[src/inc/amd_defines.svh]
`ifndef AMD_DEFINES_SVH
`define AMD_DEFINES_SVH

`define AMD_REG_LAST      16'h002b
`define AMD_PERIPH_LAST   16'h007f
`define AMD_RSVD_FIRST    6'h1a
`define AMD_RSVD_LAST     6'h1f
`define AMD_DRAM_BASE     16'h0080
`define AMD_DRAM_LAST     16'h107f
`define AMD_STACK_BASE    16'h0100
`define AMD_STACK_LAST    16'h01ff
`define AMD_PAGE_BASE     16'h1100
`define AMD_PAGE_LAST     16'h24ff
`define AMD_CODE_SIZE     16'h0800
`define AMD_ROM_BASE      16'h2800
`define AMD_VEC_BASE      16'hffe0
`define AMD_VEC_RAM_BASE  16'h0fe0

`define AMD_OFS_PWR       6'h00
`define AMD_OFS_FUNCTION_ADDRESS     6'h01
`define AMD_OFS_IN_FLAGS  6'h03
`define AMD_OFS_OUT_FLAGS 6'h05
`define AMD_OFS_IN_IEN    6'h07
`define AMD_OFS_OUT_IEN   6'h09
`define AMD_OFS_BUS_IEN   6'h0a
`define AMD_OFS_BUS_FLAGS 6'h0b
`define AMD_OFS_FRAME_HI  6'h0c
`define AMD_OFS_FRAME_LO  6'h0d
`define AMD_OFS_TEST      6'h0e
`define AMD_OFS_INDEX     6'h0f
`define AMD_OFS_IN_MAX_H  6'h10
`define AMD_OFS_IN_MAX_L  6'h11
`define AMD_OFS_IN_CSR_H  6'h12
`define AMD_OFS_IN_CSR_L  6'h13
`define AMD_OFS_OUT_MAX_H 6'h14
`define AMD_OFS_OUT_MAX_L 6'h15
`define AMD_OFS_OUT_CSR_H 6'h16
`define AMD_OFS_OUT_CSR_L 6'h17
`define AMD_OFS_OUT_CNT_H 6'h18
`define AMD_OFS_OUT_CNT_L 6'h19
`define AMD_OFS_EP0_FIFO  6'h21
`define AMD_OFS_EP1_FIFO  6'h23
`define AMD_OFS_EP2_FIFO  6'h25
`define AMD_OFS_PA_DATA   6'h26
`define AMD_OFS_PA_DIR    6'h27
`define AMD_OFS_PA_OPT    6'h28
`define AMD_OFS_PB_DATA   6'h29
`define AMD_OFS_PB_DIR    6'h2a
`define AMD_OFS_PB_OPT    6'h2b

`define AMD_RST_PWR       8'h20
`define AMD_RST_IN_IEN    8'h07
`define AMD_RST_OUT_IEN   8'h06
`define AMD_RST_BUS_IEN   8'h06
`define AMD_RST_ZERO      8'h00

`endif

[src/inc/amd_pkg.sv]
package amd_pkg;
	typedef enum logic [3:0] {
		AMD_RG_REG,
		AMD_RG_UNUSED,
		AMD_RG_RSVD,
		AMD_RG_PERIPH,
		AMD_RG_DRAM,
		AMD_RG_CODE,
		AMD_RG_SHARED_DUAL_PORT_RAM,
		AMD_RG_ROM
	} amd_region_e;
	typedef logic [43:0][7:0] amd_bank_t;
endpackage

[src/inc/amd_map_if.sv]
`timescale 1ns/1ps
interface amd_map_if;
	import amd_pkg::*;
	logic [15:0] addr;
	logic        vec_remap;
	logic        load_active;
	amd_region_e region;
	logic [15:0] local_addr;
	logic        bank_wr;
	logic [5:0]  bank_idx;
	logic [7:0]  bank_wdata;
	amd_bank_t   bank_q;
	modport dec  (input addr, vec_remap, load_active, output region, local_addr);
	modport bank (input bank_wr, bank_idx, bank_wdata, output bank_q);
	modport top  (output addr, vec_remap, load_active, bank_wr, bank_idx, bank_wdata,
		input region, local_addr, bank_q);
endinterface

[src/rtl/amd_addr_dec.sv]
`timescale 1ns/1ps
`include "amd_defines.svh"
module amd_addr_dec
	import amd_pkg::*;
(
	amd_map_if.dec m	// Address in, region out
);
	logic [5:0] ofs;

	assign ofs = m.addr[5:0];

	always_comb
	begin
		m.region     = AMD_RG_UNUSED;
		m.local_addr = 16'h0000;
		if (m.addr <= `AMD_REG_LAST)
		begin
			m.local_addr = {10'h000, ofs};
			if (ofs >= `AMD_RSVD_FIRST && ofs <= `AMD_RSVD_LAST)
				m.region = AMD_RG_RSVD;
			else if (ofs == 6'h02 || ofs == 6'h04 || ofs == 6'h06 || ofs == 6'h08
				|| ofs == 6'h20 || ofs == 6'h22 || ofs == 6'h24)
				m.region = AMD_RG_UNUSED;
			else
				m.region = AMD_RG_REG;
		end
		else if (m.addr <= `AMD_PERIPH_LAST)
		begin
			m.region     = AMD_RG_PERIPH;
			m.local_addr = m.addr;
		end
		else if (m.addr >= `AMD_DRAM_BASE && m.addr <= `AMD_DRAM_LAST)
		begin
			m.region     = AMD_RG_DRAM;
			m.local_addr = m.addr - `AMD_DRAM_BASE;
		end
		else if (m.addr >= `AMD_PAGE_BASE && m.addr <= `AMD_PAGE_LAST)
		begin
			m.local_addr = m.addr - `AMD_PAGE_BASE;
			if (!m.load_active)
				m.region = AMD_RG_SHARED_DUAL_PORT_RAM;
			else if (m.local_addr < `AMD_CODE_SIZE)
				m.region = AMD_RG_CODE;
			else
				m.region = AMD_RG_UNUSED;
		end
		else if (m.addr >= `AMD_VEC_BASE && m.vec_remap)
		begin
			m.region     = AMD_RG_DRAM;
			m.local_addr = `AMD_VEC_RAM_BASE + {11'h000, m.addr[4:0]};
		end
		else if (m.addr >= `AMD_ROM_BASE)
		begin
			m.region     = AMD_RG_ROM;
			m.local_addr = m.addr - `AMD_ROM_BASE;
		end
	end
endmodule // amd_addr_dec

[src/rtl/amd_cpu_map.sv]
// Function
// - Full 16-bit CPU address decoded
// - Low 44 locations hold hardware registers
// - 4K data RAM, stack 0100h-01FFh
// - 54K read-only program memory mapped
// - Top vectors in ROM, remappable to RAM
// - Coprocessor code RAM and dual-port RAM
// - Both share paged window 1100h-24FFh
// - Load enable set while coprocessor in reset routes window 1100h-18FFh to code RAM
// - Load cleared blocks code RAM access
// - Reserved access resets whole device
// - Unused register holes read 00h
// - IN interrupt enables reset to 07h
`timescale 1ns/1ps
`include "amd_defines.svh"
module amd_cpu_map
	import amd_pkg::*;
(
	input  wire logic        sys_clk,           // 20 MHz clock
	input  wire logic        rst_n,             // Async reset, active low
	input  wire logic [15:0] cpu_addr,          // CPU byte address
	input  wire logic        cpu_rd,            // Read strobe
	input  wire logic        cpu_wr,            // Write strobe
	input  wire logic [7:0]  cpu_wdata,         // Write data
	output logic      [7:0]  cpu_rdata,         // Read data, cycle after
	input  wire logic        vec_remap,         // Vectors taken from RAM
	input  wire logic        code_ram_load_enable, // Load bit of coprocessor control
	input  wire logic        coproc_in_reset,   // Coprocessor held in reset
	output logic             load_active,       // Code RAM currently routed
	output logic             device_reset_req,  // Reserved access, one pulse
	output logic             stack_hit,         // Access in stack area
	output logic             dram_sel,          // Data RAM select
	output logic             code_sel,          // Code RAM select
	output logic             shared_dual_port_ram_sel,         // Dual-port RAM select
	output logic             rom_sel,           // Program ROM select
	output logic             periph_sel,        // Other peripheral select
	output logic             mem_wr,            // Write to selected memory
	output logic      [15:0] mem_addr,          // Local memory address
	output logic      [7:0]  mem_wdata,         // Memory write data
	input  wire logic [7:0]  dram_rdata,        // Data RAM read data
	input  wire logic [7:0]  code_rdata,        // Code RAM read data
	input  wire logic [7:0]  shared_dual_port_ram_rdata,       // Dual-port RAM read data
	input  wire logic [7:0]  rom_rdata,         // ROM read data
	input  wire logic [7:0]  periph_rdata,      // Peripheral read data
	input  wire logic [7:0]  in_endpoint_interrupt_flags,  // USB core status
	input  wire logic [7:0]  out_endpoint_interrupt_flags, // USB core status
	input  wire logic [7:0]  bus_event_interrupt_flags,    // USB core status
	input  wire logic [15:0] frame_number,      // USB frame number
	input  wire logic [15:0] out_byte_count,    // OUT endpoint count
	output logic      [2:0]  fifo_rd,           // Endpoint FIFO read pulses
	output logic      [2:0]  fifo_wr,           // Endpoint FIFO write pulses
	output logic      [7:0]  fifo_wdata,        // Endpoint FIFO write data
	input  wire logic [7:0]  ep0_fifo_rdata,    // Control endpoint data
	input  wire logic [7:0]  ep1_fifo_rdata,    // Endpoint one data
	input  wire logic [7:0]  ep2_fifo_rdata,    // Endpoint two data
	output logic      [7:0]  power_management,  // Register contents
	output logic      [7:0]  function_address,  // Register contents
	output logic      [7:0]  in_interrupt_enables,  // Register contents
	output logic      [7:0]  out_interrupt_enables, // Register contents
	output logic      [7:0]  bus_event_interrupt_enables, // Register contents
	output logic      [7:0]  test_modes,        // Register contents
	output logic      [7:0]  endpoint_index,    // Register contents
	output logic      [7:0]  port_a_out,        // Port A data latch
	output logic      [7:0]  port_a_dir,        // Port A direction
	output logic      [7:0]  port_a_opt,        // Port A options
	output logic      [7:0]  port_b_out,        // Port B data latch
	output logic      [7:0]  port_b_dir,        // Port B direction
	output logic      [7:0]  port_b_opt         // Port B options
);
	typedef struct packed {
		logic        load_armed;
		logic        rst_req;
		logic        rd_q;
		amd_region_e region_q;
		logic [7:0]  reg_q;
		logic [2:0]  fifo_rd;
		logic [2:0]  fifo_wr;
		logic [7:0]  fifo_wdata;
	} amd_state_s;

	amd_state_s st;
	amd_state_s next_st;

	amd_map_if m ();

	logic        access;
	logic [5:0]  idx;
	logic [7:0]  reg_rd;
	logic        reg_writable;
	logic [15:0] laddr;
	amd_region_e region;

	assign m.addr        = cpu_addr;
	assign m.vec_remap   = vec_remap;
	assign m.load_active = st.load_armed;

	amd_addr_dec u_dec (
		.m (m)
	);

	amd_reg_bank u_bank (
		.sys_clk (sys_clk),
		.rst_n   (rst_n),
		.b       (m)
	);

	assign region = m.region;
	assign laddr  = m.local_addr;
	assign idx    = laddr[5:0];
	assign access = cpu_rd || cpu_wr;

	always_comb
	begin
		unique case (idx)
			`AMD_OFS_PWR, `AMD_OFS_FUNCTION_ADDRESS, `AMD_OFS_IN_IEN, `AMD_OFS_OUT_IEN,
			`AMD_OFS_BUS_IEN, `AMD_OFS_TEST, `AMD_OFS_INDEX, `AMD_OFS_IN_MAX_H,
			`AMD_OFS_IN_MAX_L, `AMD_OFS_IN_CSR_H, `AMD_OFS_IN_CSR_L, `AMD_OFS_OUT_MAX_H,
			`AMD_OFS_OUT_MAX_L, `AMD_OFS_OUT_CSR_H, `AMD_OFS_OUT_CSR_L, `AMD_OFS_PA_DATA,
			`AMD_OFS_PA_DIR, `AMD_OFS_PA_OPT, `AMD_OFS_PB_DATA, `AMD_OFS_PB_DIR,
			`AMD_OFS_PB_OPT:
				reg_writable = 1'b1;
			default:
				reg_writable = 1'b0;
		endcase
	end

	assign m.bank_wr    = cpu_wr && region == AMD_RG_REG && reg_writable;
	assign m.bank_idx   = idx;
	assign m.bank_wdata = cpu_wdata;

	// Read value for the register window
	always_comb
	begin
		unique case (idx)
			`AMD_OFS_IN_FLAGS:  reg_rd = in_endpoint_interrupt_flags;
			`AMD_OFS_OUT_FLAGS: reg_rd = out_endpoint_interrupt_flags;
			`AMD_OFS_BUS_FLAGS: reg_rd = bus_event_interrupt_flags;
			`AMD_OFS_FRAME_HI:  reg_rd = frame_number[15:8];
			`AMD_OFS_FRAME_LO:  reg_rd = frame_number[7:0];
			`AMD_OFS_OUT_CNT_H: reg_rd = out_byte_count[15:8];
			`AMD_OFS_OUT_CNT_L: reg_rd = out_byte_count[7:0];
			`AMD_OFS_EP0_FIFO:  reg_rd = ep0_fifo_rdata;
			`AMD_OFS_EP1_FIFO:  reg_rd = ep1_fifo_rdata;
			`AMD_OFS_EP2_FIFO:  reg_rd = ep2_fifo_rdata;
			default:
				if (idx < 6'h2c)
					reg_rd = m.bank_q[idx];
				else
					reg_rd = 8'h00;
		endcase
	end

	always_comb
	begin
		next_st          = st;
		next_st.rst_req  = 1'b0;
		next_st.rd_q     = cpu_rd;
		next_st.fifo_rd  = 3'h0;
		next_st.fifo_wr  = 3'h0;
		if (code_ram_load_enable && coproc_in_reset)
			next_st.load_armed = 1'b1;
		if (!code_ram_load_enable)
			next_st.load_armed = 1'b0;
		if (cpu_rd)
			next_st.region_q = region;
		if (cpu_rd)
			next_st.reg_q = (region == AMD_RG_REG) ? reg_rd : 8'h00;
		if (access && region == AMD_RG_RSVD)
			next_st.rst_req = 1'b1;
		if (access && region == AMD_RG_REG)
		begin
			unique case (idx)
				`AMD_OFS_EP0_FIFO:
				begin
					next_st.fifo_rd[0] = cpu_rd;
					next_st.fifo_wr[0] = cpu_wr;
				end
				`AMD_OFS_EP1_FIFO:
				begin
					next_st.fifo_rd[1] = cpu_rd;
					next_st.fifo_wr[1] = cpu_wr;
				end
				`AMD_OFS_EP2_FIFO:
				begin
					next_st.fifo_rd[2] = cpu_rd;
					next_st.fifo_wr[2] = cpu_wr;
				end
				default:
				begin
				end
			endcase
		end
		if (cpu_wr)
			next_st.fifo_wdata = cpu_wdata;
	end

	always_ff @(posedge sys_clk or negedge rst_n)
	begin
		if (!rst_n)
		begin
			st.load_armed <= 1'b0;
			st.rst_req    <= 1'b0;
			st.rd_q       <= 1'b0;
			st.region_q   <= AMD_RG_UNUSED;
			st.reg_q      <= 8'h00;
			st.fifo_rd    <= 3'h0;
			st.fifo_wr    <= 3'h0;
			st.fifo_wdata <= 8'h00;
		end
		else
			st <= next_st;
	end

	// Memory selects follow the live decode
	always_comb
	begin
		dram_sel   = 1'b0;
		code_sel   = 1'b0;
		shared_dual_port_ram_sel  = 1'b0;
		rom_sel    = 1'b0;
		periph_sel = 1'b0;
		unique case (region)
			AMD_RG_DRAM:   dram_sel = access;
			AMD_RG_CODE:   code_sel = access;
			AMD_RG_SHARED_DUAL_PORT_RAM:  shared_dual_port_ram_sel = access;
			AMD_RG_ROM:    rom_sel = cpu_rd;
			AMD_RG_PERIPH: periph_sel = access;
			default:
			begin
			end
		endcase
	end

	assign stack_hit = access && cpu_addr >= `AMD_STACK_BASE
		&& cpu_addr <= `AMD_STACK_LAST;

	assign mem_addr  = laddr;
	assign mem_wr    = cpu_wr && region != AMD_RG_ROM;
	assign mem_wdata = cpu_wdata;

	// Memories answer one cycle after the strobe, as the register path does
	always_comb
	begin
		unique case (st.region_q)
			AMD_RG_DRAM:   cpu_rdata = dram_rdata;
			AMD_RG_CODE:   cpu_rdata = code_rdata;
			AMD_RG_SHARED_DUAL_PORT_RAM:  cpu_rdata = shared_dual_port_ram_rdata;
			AMD_RG_ROM:    cpu_rdata = rom_rdata;
			AMD_RG_PERIPH: cpu_rdata = periph_rdata;
			default:       cpu_rdata = st.reg_q;
		endcase
	end

	assign load_active      = st.load_armed;
	assign device_reset_req = st.rst_req;
	assign fifo_rd          = st.fifo_rd;
	assign fifo_wr          = st.fifo_wr;
	assign fifo_wdata       = st.fifo_wdata;

	// register outputs come from bank contents, loaded with reset values
	assign power_management            = m.bank_q[`AMD_OFS_PWR];
	assign function_address            = m.bank_q[`AMD_OFS_FUNCTION_ADDRESS];
	assign in_interrupt_enables        = m.bank_q[`AMD_OFS_IN_IEN];
	assign out_interrupt_enables       = m.bank_q[`AMD_OFS_OUT_IEN];
	assign bus_event_interrupt_enables = m.bank_q[`AMD_OFS_BUS_IEN];
	assign test_modes                  = m.bank_q[`AMD_OFS_TEST];
	assign endpoint_index              = m.bank_q[`AMD_OFS_INDEX];
	assign port_a_out                  = m.bank_q[`AMD_OFS_PA_DATA];
	assign port_a_dir                  = m.bank_q[`AMD_OFS_PA_DIR];
	assign port_a_opt                  = m.bank_q[`AMD_OFS_PA_OPT];
	assign port_b_out                  = m.bank_q[`AMD_OFS_PB_DATA];
	assign port_b_dir                  = m.bank_q[`AMD_OFS_PB_DIR];
	assign port_b_opt                  = m.bank_q[`AMD_OFS_PB_OPT];
endmodule // amd_cpu_map

[src/rtl/amd_reg_bank.sv]
`timescale 1ns/1ps
`include "amd_defines.svh"
module amd_reg_bank
	import amd_pkg::*;
(
	input wire logic sys_clk,	// System clock
	input wire logic rst_n,		// Async reset, active low
	amd_map_if.bank  b		// Write port, contents out
);
	typedef struct packed {
		amd_bank_t r;
	} amd_bank_s;

	amd_bank_s st;
	amd_bank_s next_st;
	amd_bank_t next_r;

	function automatic logic [7:0] amd_rst_val(input int i);
		case (i)
			int'(`AMD_OFS_PWR):     return `AMD_RST_PWR;
			int'(`AMD_OFS_IN_IEN):  return `AMD_RST_IN_IEN;
			int'(`AMD_OFS_OUT_IEN): return `AMD_RST_OUT_IEN;
			int'(`AMD_OFS_BUS_IEN): return `AMD_RST_BUS_IEN;
			default:                return `AMD_RST_ZERO;
		endcase
	endfunction

	genvar gi;
	generate
		for (gi = 0; gi < 44; gi++)
		begin : g_byte
			assign next_r[gi] = (b.bank_wr && b.bank_idx == 6'(gi)) ? b.bank_wdata
				: st.r[gi];
		end
	endgenerate

	always_comb
	begin
		next_st   = st;
		next_st.r = next_r;
	end

	always_ff @(posedge sys_clk or negedge rst_n)
	begin
		if (!rst_n)
		begin
			for (int i = 0; i < 44; i++)
				st.r[i] <= amd_rst_val(i);
		end
		else
			st <= next_st;
	end

	assign b.bank_q = st.r;
endmodule // amd_reg_bank
[config.mk]
export PLATFORM = sky130hd
export DESIGN_NAME = amd_cpu_map
export DESIGN_NICKNAME = d
export VERILOG_FILES = /design/src/inc/amd_pkg.sv /design/src/inc/amd_map_if.sv /design/src/rtl/amd_addr_dec.sv /design/src/rtl/amd_cpu_map.sv /design/src/rtl/amd_reg_bank.sv
export VERILOG_INCLUDE_DIRS = /design/src /design/src/inc
export SDC_FILE = /design/constraint.sdc
export NUM_CORES = 1
export LEC_CHECK = 0
export ABC_AREA = 1
export ABC_CLOCK_PERIOD_IN_PS = 6200
export BUFFER_PORTS_ARGS = -buffer_cell sky130_fd_sc_hd__clkbuf_2
export CAP_MARGIN = 30
export CORE_MARGIN = 10
export CORE_UTILIZATION = 50
export DETAILED_ROUTE_END_ITERATION = 7
export PLACE_DENSITY = 0.8
export SLEW_MARGIN = 20
export SYNTH_ARGS = -nofsm -noshare
export SYNTH_HDL_FRONTEND = slang
export SYNTH_SLANG_ARGS = --single-unit
[constraint.sdc]
create_clock -name sys_clk -period 6.2 [get_ports sys_clk]
set_clock_uncertainty 0.15 [all_clocks]
set_input_delay 0.62 -clock sys_clk [delete_from_list [all_inputs] [get_ports sys_clk]]
set_output_delay 0.62 -clock sys_clk [all_outputs]
set_load 0.05 [all_outputs]
Word-level counts from Yosys, hierarchy flattened
Memories as Yosys holds them, arrays and structs flattened.
Cells that the tools add are included.
- magnitude comparators: 15
- muxes and demuxes: 37
- reduce and logical (&&, ||, !) cells: 65
- add/subtract/negate cells: 4
- equal/unequal tests: 63
- operators with widths (cell ; number):
    $eq A6 B5 Y1 const B ; 16
    $mux W16 ; 6
    $eq A6 B6 Y1 const B ; 15
    $pmux W8 S10 ; 1
    $logic_and A1 B1 Y1 ; 56
    $eq A6 B4 Y1 const B ; 9
    $bmux W8 S6 ; 1
    $pmux W8 S5 ; 1
    $eq A6 B3 Y1 const B ; 6
    $eq A4 B3 Y1 const B ; 8
    $mux W4 ; 7
    $mux W8 ; 3
    $eq A6 B2 Y1 const B ; 3
    $ge A16 B13 Y1 const B ; 1
    $ge A16 B14 Y1 const B ; 1
    $ge A16 B16 Y1 const B ; 1
    $ge A16 B8 Y1 const B ; 1
    $ge A16 B9 Y1 const B ; 1
    $le A16 B13 Y1 const B ; 1
    $le A16 B14 Y1 const B ; 1
    $le A16 B6 Y1 const B ; 1
    $le A16 B7 Y1 const B ; 1
    $le A16 B9 Y1 const B ; 1
    $lt A16 B12 Y1 const B ; 1
    18 further kinds ; 41
- logic and storage cells: 236
- bits in read-only memories: 64
- memories kept: 1
- register bits: 380
- input bits: 151
- memory list (name ; depth ; bits a word ; read ports ; clocked after memory_dff ; wr ports ; RTL line ; source):
    (name not given) ; 64 ; 1 ; 1 ; 0 ; 0 ; amd_cpu_map.sv:114 ; unique case (idx)

Logic depth before layout (Yosys ltp)
- depth in word-level cells: 14
- depth in mapped cells: 25
- mapped depth without buffers: 23

Hierarchy
A second synthesis with hierarchy kept.
- cell total of the unflattened synthesis: 3343
- area total of the unflattened synthesis: 22268.9 um^2
- modules (own cells, without submodules) (module ; times used ; cells an instance ; sequential area each (um^2) ; area each (um^2)):
    amd_reg_bank ; 1 ; 1603 ; 8818.5 ; 14042.2
    amd_cpu_map ; 1 ; 1441 ; 701.9 ; 6690.2
    amd_addr_dec ; 1 ; 299 ; 0.0 ; 1536.5

Least setup slack after synthesis
OpenSTA, ideal clock, no wires.
- path type: input to output
- start point: input port cpu_addr[8]
- end point: output port mem_addr[14]
- data arrival time: 3.286 ns
- slack: 2.144 ns
- required time: 5.430 ns
- stages on the path: 11
- path through: inv_1 -> ha_1 -> nand2_2 -> nor2_2 -> o21ai_1 -> or2_1 -> buf_2 -> inv_1 -> clkbuf_1 -> a21oi_1 -> a311oi_1
- word-level cells in the longest chain between the ends: 7
- elaborated cells between the ends (all ways): 20
- those cells by class: add/sub: 3; order compare: 8; mux: 6; reduce/logical: 3
- RTL lines (element ; RTL line ; source):
    start: declaration ; amd_cpu_map.sv:21 ; input wire logic [15:0] cpu_addr,
    $sub A16 B14 Y16 (no line), or another cell as far along ; n/a ;
    $mux W16 or $logic_and A1 B1 Y1 (tied branches) ; amd_addr_dec.sv:52, amd_addr_dec.sv:47 ;
    $mux W16 ; amd_addr_dec.sv:47 ; else if (m.addr >= `AMD_VEC_BASE && m.vec_remap)
    $mux W16 ; amd_addr_dec.sv:37 ; else if (m.addr >= `AMD_PAGE_BASE && m.addr <= `AMD_PAGE_LAST)
    $mux W16 ; amd_addr_dec.sv:32 ; else if (m.addr >= `AMD_DRAM_BASE && m.addr <= `AMD_DRAM_LAST)
    $mux W16 ; amd_addr_dec.sv:27 ; else if (m.addr <= `AMD_PERIPH_LAST)
    $mux W16 (*) ; amd_addr_dec.sv:16 ; if (m.addr <= `AMD_REG_LAST)
    end: declaration ; amd_cpu_map.sv:38 ; output logic [15:0] mem_addr,
Every way passes the cells marked *; elsewhere a longest branch is shown, timed or not.

Final worst setup path
- start point: input port cpu_addr[8]
- end point: register u_bank.st (netlist bit u_bank.b.bank_q[184])
- word-level cells in the longest chain between the ends: 12
- elaborated cells between the ends (all ways): 33
- those cells by class: add/sub: 1; order compare: 9; eq/ne: 1; mux: 14; reduce/logical: 7; memory: 1
- RTL lines (element ; RTL line ; source):
    $sub A16 B13 Y16 (no line) ; n/a ;
    $lt A16 B12 Y1 (no line) ; n/a ;
    $mux W3 ; amd_addr_dec.sv:42 ; else if (m.local_addr < `AMD_CODE_SIZE)
    $mux W4 ; amd_addr_dec.sv:40 ; if (!m.load_active)
    $mux W4 ; amd_addr_dec.sv:37 ;
    $mux W4 ; amd_addr_dec.sv:32 ;
    $mux W4 ; amd_addr_dec.sv:27 ;
    $mux W4 ; amd_addr_dec.sv:16 ;
    $logic_not A4 Y1 ; amd_cpu_map.sv:127 ; assign m.bank_wr = cpu_wr && region == AMD_RG_REG && reg_writable;
    $logic_and A1 B1 Y1 (2 in series) ; amd_cpu_map.sv:127 ;
    $logic_and A1 B1 Y1 (*) ; amd_reg_bank.sv:32 ; assign next_r[gi] = (b.bank_wr && b.bank_idx == 6'(gi)) ? b.bank_wdata
    end signal: assignment ; amd_reg_bank.sv:51 ; st <= next_st;
    end: declaration ; amd_reg_bank.sv:14 ; amd_bank_s st;
Marks and branches as above.
A chain may end at the register's enable or synchronous reset.

==> reports/qor_table.md <==
| Quantity | Value |
|:---|:---|
| CTS hold repair buffers | 0 |
| Vias/cell | 5.51 |
| First-pass detailed-route iteration total | 8 |
| Number of buffers inserted during clock tree synthesis | 40 |
| Proportion of layout cells with a drive suffix above 1 | 0.197 |
| Remaining max-slew budget at the tightest pin | 0.328 |
| Minimum hold slack | 46.2 ps |
| CTS Buffer Depth | 3 |
| Clock sink total | 379 |
| Final ANT Viol Nets | 0 |
| Share of total power in combinational logic | 0.138 |
| Number of inserted diodes | 0 |
| Cell area power density | 263 nW/um2 |
| Final WL | 67.9 mm |
| Die boundary width | 220 um |
| Cells taking the most area after synthesis | sky130_fd_sc_hd__dfrtp_1 46%, sky130_fd_sc_hd__nand2_1 12%, sky130_fd_sc_hd__inv_1 4.8%, sky130_fd_sc_hd__buf_4 4.8%, sky130_fd_sc_hd__clkbuf_1 4.6% |
| Reg2reg setup slack | 2920 ps |
| Hold crit path type | in -> async |
| Placed instance area | 20,400 um2 |
| Chip Height | 220 um |
| Full die area | 48,400 um2 |
| Antenna violations before repair | 1 |
| All-Layer GR Usage | 0.275 |
| Critical R2R Launch | load_active |
| Post-layout worst setup margin | 1880 ps |
| Number of cells upsized or downsized after cts | 0 |
| FFs w/ async S/R, synth | 1.00 |
| Setup TNS | 0 ps |
| Max-slew violation total from the final report | 0 |
| Starting Density | 0.505 |
| Required time reported for the critical path endpoint | 6490 ps |
| Worst-margin pin slew | 1010 ps |
| Internal power contribution | 4.12 mW |
| Total via count in the routed design | 17,200 |
| Top post-synthesis cells by count | 647 x sky130_fd_sc_hd__nand2_1, 370 x sky130_fd_sc_hd__dfrtp_1, 258 x sky130_fd_sc_hd__inv_1, 244 x sky130_fd_sc_hd__clkbuf_1, 200 x sky130_fd_sc_hd__nor2_1 |
| Clock latency on the worst-skew pair | 540 ps |
| Global Route met2 Usage | 0.457 |
| Clock Tree Root | sky130_fd_sc_hd__clkbuf_16 |
| Cell with the most instances after synthesis | sky130_fd_sc_hd__nand2_1 |
| Fin nets | 2,719 |
| Worst Reg2Reg Path Length in Cells | 10 |
| Critical path startpoint category | input port |
| Clock share of power | 0.427 |
| Crit end category | register |
| Crit Reg-Reg Endpoint | u_bank.b.bank_q[184] |
| Maximum fanout along the worst path | 37 |
| Worst slack, placed | 1360 ps |
| # setup viols final | 0 |
| Met1 layer usage reported by global route | 0.342 |
| Standard-cell row count | 73 |
| Port-buffer cells | 309 |
| Count of mapped cells out of synthesis | 2,594 |
| Average instance area after synthesis | 7.72 um2 |
| CTS clk-pin slew, worst paths | 60 ps |
| Fin area | 21,800 um2 |
| Synthesis-to-finish area growth | 8.88% |
| Net Sw Power | 1.60 mW |
| Status | finished clean |
| Max IR drop VDD | 0.198 mV |
| Pin count of the biggest net entering global routing | 137 |
| Seq cells post-synth | 379 |
| Vias in the first global route | 17,000 |
| Share of the synthesized area in the top cell type | 0.463 |
| Critical path class | in -> reg |
| Tcrit/Tclk final | 0.697 |
| Post-detailed-route DRC marker count | 0 |
| Endpoints failing hold | 0 |
| Global-route wire length before repair | 102 mm |
| Core area | 39,600 um2 |
| Met3 layer usage reported by global route | 0.0598 |
| Yosys warnings | 0 |
| Sequential share of power | 0.435 |
| Switching part of the total | 0.280 |
| Average wire length per cell after detail routing | 21.8 um |
| Leak Pwr | 10.9 nW |
| First-iteration detailed-routing DRC count | 1,808 |
| Mapped Area | 20,000 um2 |
| CTS tree | yes |
| Final HPWL DP | 50.2 mm |
| Count of different cell masters after synthesis | 47 |
| Count of flip-flops with a built-in enable after synthesis | 0 |
| Most used routing layer in global routing | met2 |
| Primary FF master, synth | sky130_fd_sc_hd__dfrtp_1 |
| Data arrival, critical path | 4610 ps |
| Register area share after synthesis | 0.474 |
| Setup Fix Bufs, Post-CTS | 0 |
| Unrepaired setup endpoints after global routing | no |
| Final critical-path required period | 4320 ps |
| Mapped Nets | 2,756 |
| RD Place Congestion | 0.959 |
| Max_cap viols | 0 |
| Cell taking the most area after synthesis | sky130_fd_sc_hd__dfrtp_1 |
| H-tree Lvls | 2 |
| Total power of the final layout | 5.72 mW |
| Top Ports | 310 |
| FMAX | 0.231 GHz |
| Overall overflow remaining after global route | 0 |
[cells by family (layout without fill, tap and decap cells)]
| kind of cell | count (synthesis) | after routing | share of synthesized area |
|---|---|---|---|
| xor gates and xnor gates | 10 | 10 | 0.00438 |
| DFF | 379 | 379 | 0.474 |
| adders and majority gates | 11 | 11 | 0.00688 |
| buffers and inverters | 695 | 690 | 0.159 |
| AOI/OAI and AO/OA | 294 | 294 | 0.0777 |
| and+or+nand+nor | 1205 | 1205 | 0.278 |
[critical path, stage by stage]
cell and delay, ps:
sky130_fd_sc_hd__clkbuf_2 130, sky130_fd_sc_hd__inv_1 190, sky130_fd_sc_hd__ha_1 300, sky130_fd_sc_hd__nand2_2 140
sky130_fd_sc_hd__a21oi_1 150, sky130_fd_sc_hd__nand2_1 100, sky130_fd_sc_hd__nand2_4 150, sky130_fd_sc_hd__nand3_4 390
sky130_fd_sc_hd__nand2_1 260, sky130_fd_sc_hd__nor2_2 120, sky130_fd_sc_hd__inv_2 210, sky130_fd_sc_hd__o22ai_1 140
sky130_fd_sc_hd__nor3_4 730, sky130_fd_sc_hd__nand3_1 640, sky130_fd_sc_hd__o21ai_1 320
[metal layers]
layer / vias up / wire (um)
met3: 203 / 6500
met2: 946 / 31600
li1: 7853 / -
met5: - / 11
met1: 8146 / 26500
met4: 2 / 3340
[worst max path at each step]
stage,endpoint,depth (start not counted),start,slack (ps)
global placement,u_bank.b.bank_q[185],16,cpu_addr[8],1510
detailed placement,u_bank.b.bank_q[184],16,cpu_addr[8],1360
global route,u_bank.b.bank_q[186],16,cpu_addr[8],1460
finish,u_bank.b.bank_q[184],15,cpu_addr[8],1880
floorplan,mem_addr[14],11,cpu_addr[8],2140
CTS,u_bank.b.bank_q[184],15,cpu_addr[8],1920
[registers in the layout, summed over array words and instances (netlist names)]
register / cells
u_bank.b.bank_q: 352
st: 11
fifo_wdata: 8
fifo_rd: 3
fifo_wr: 3
device_reset_req: 1
load_active: 1
[power by group through the flow]
stage | logic, mW | registers [mW] | clock network (mW)
after floorplan | 0.464 | 2.53 | 0
after global placement | 0.757 | 2.53 | 0
after detailed placement | 0.772 | 2.53 | 0
after CTS | 0.778 | 2.49 | 2.46
after global routing | 0.848 | 2.49 | 2.57
final | 0.789 | 2.49 | 2.44
[cell type report]
class | instances | area, um2
Timing Repair Buffer | 340 | 1900
Inverter | 276 | 1040
Tap cell | 525 | 657
Clock buffer | 59 | 1200
Multi-Input combinational cell | 1520 | 7350
Sequential cell | 379 | 9500
Clock inverter | 15 | 145
Fill cell | 3567 | 17800
[cell usage in the layout (no fill, tap or decap), drive strengths merged]
cell	instances
dfrtp	370
ha	11
and3	1
xnor2	1
dfstp	9
nor4	4
buf	32
a32oi	1
or2	24
nor3	20
a21oi	12
inv	275
o41ai	1
a31oi	2
nand2	657
o211ai	2
nand3b	49
o22ai	4
a211oi	3
o221ai	1
o32ai	1
clkinvlp	2
clkbuf	367
nand4	56
nand3	180
o21a	2
clkinv	12
o21ai	255
bufinv	2
a311oi	1
a221oi	8
nor2	214
o31ai	1
xor2	9
[stage by stage]
| step | instances | utilization |
|---|---|---|
| 2_1_floorplan | 2594 | - |
| 3_3_place_gp | 3030 | 0.511 |
| 3_5_place_dp | 3038 | 0.515 |
| 4_1_cts | 3112 | 0.549 |
| 5_1_grt | 3114 | 0.550 |
| 6_report | 3114 | 0.550 |
No activity file was read; power rests on OpenSTA's default activity.
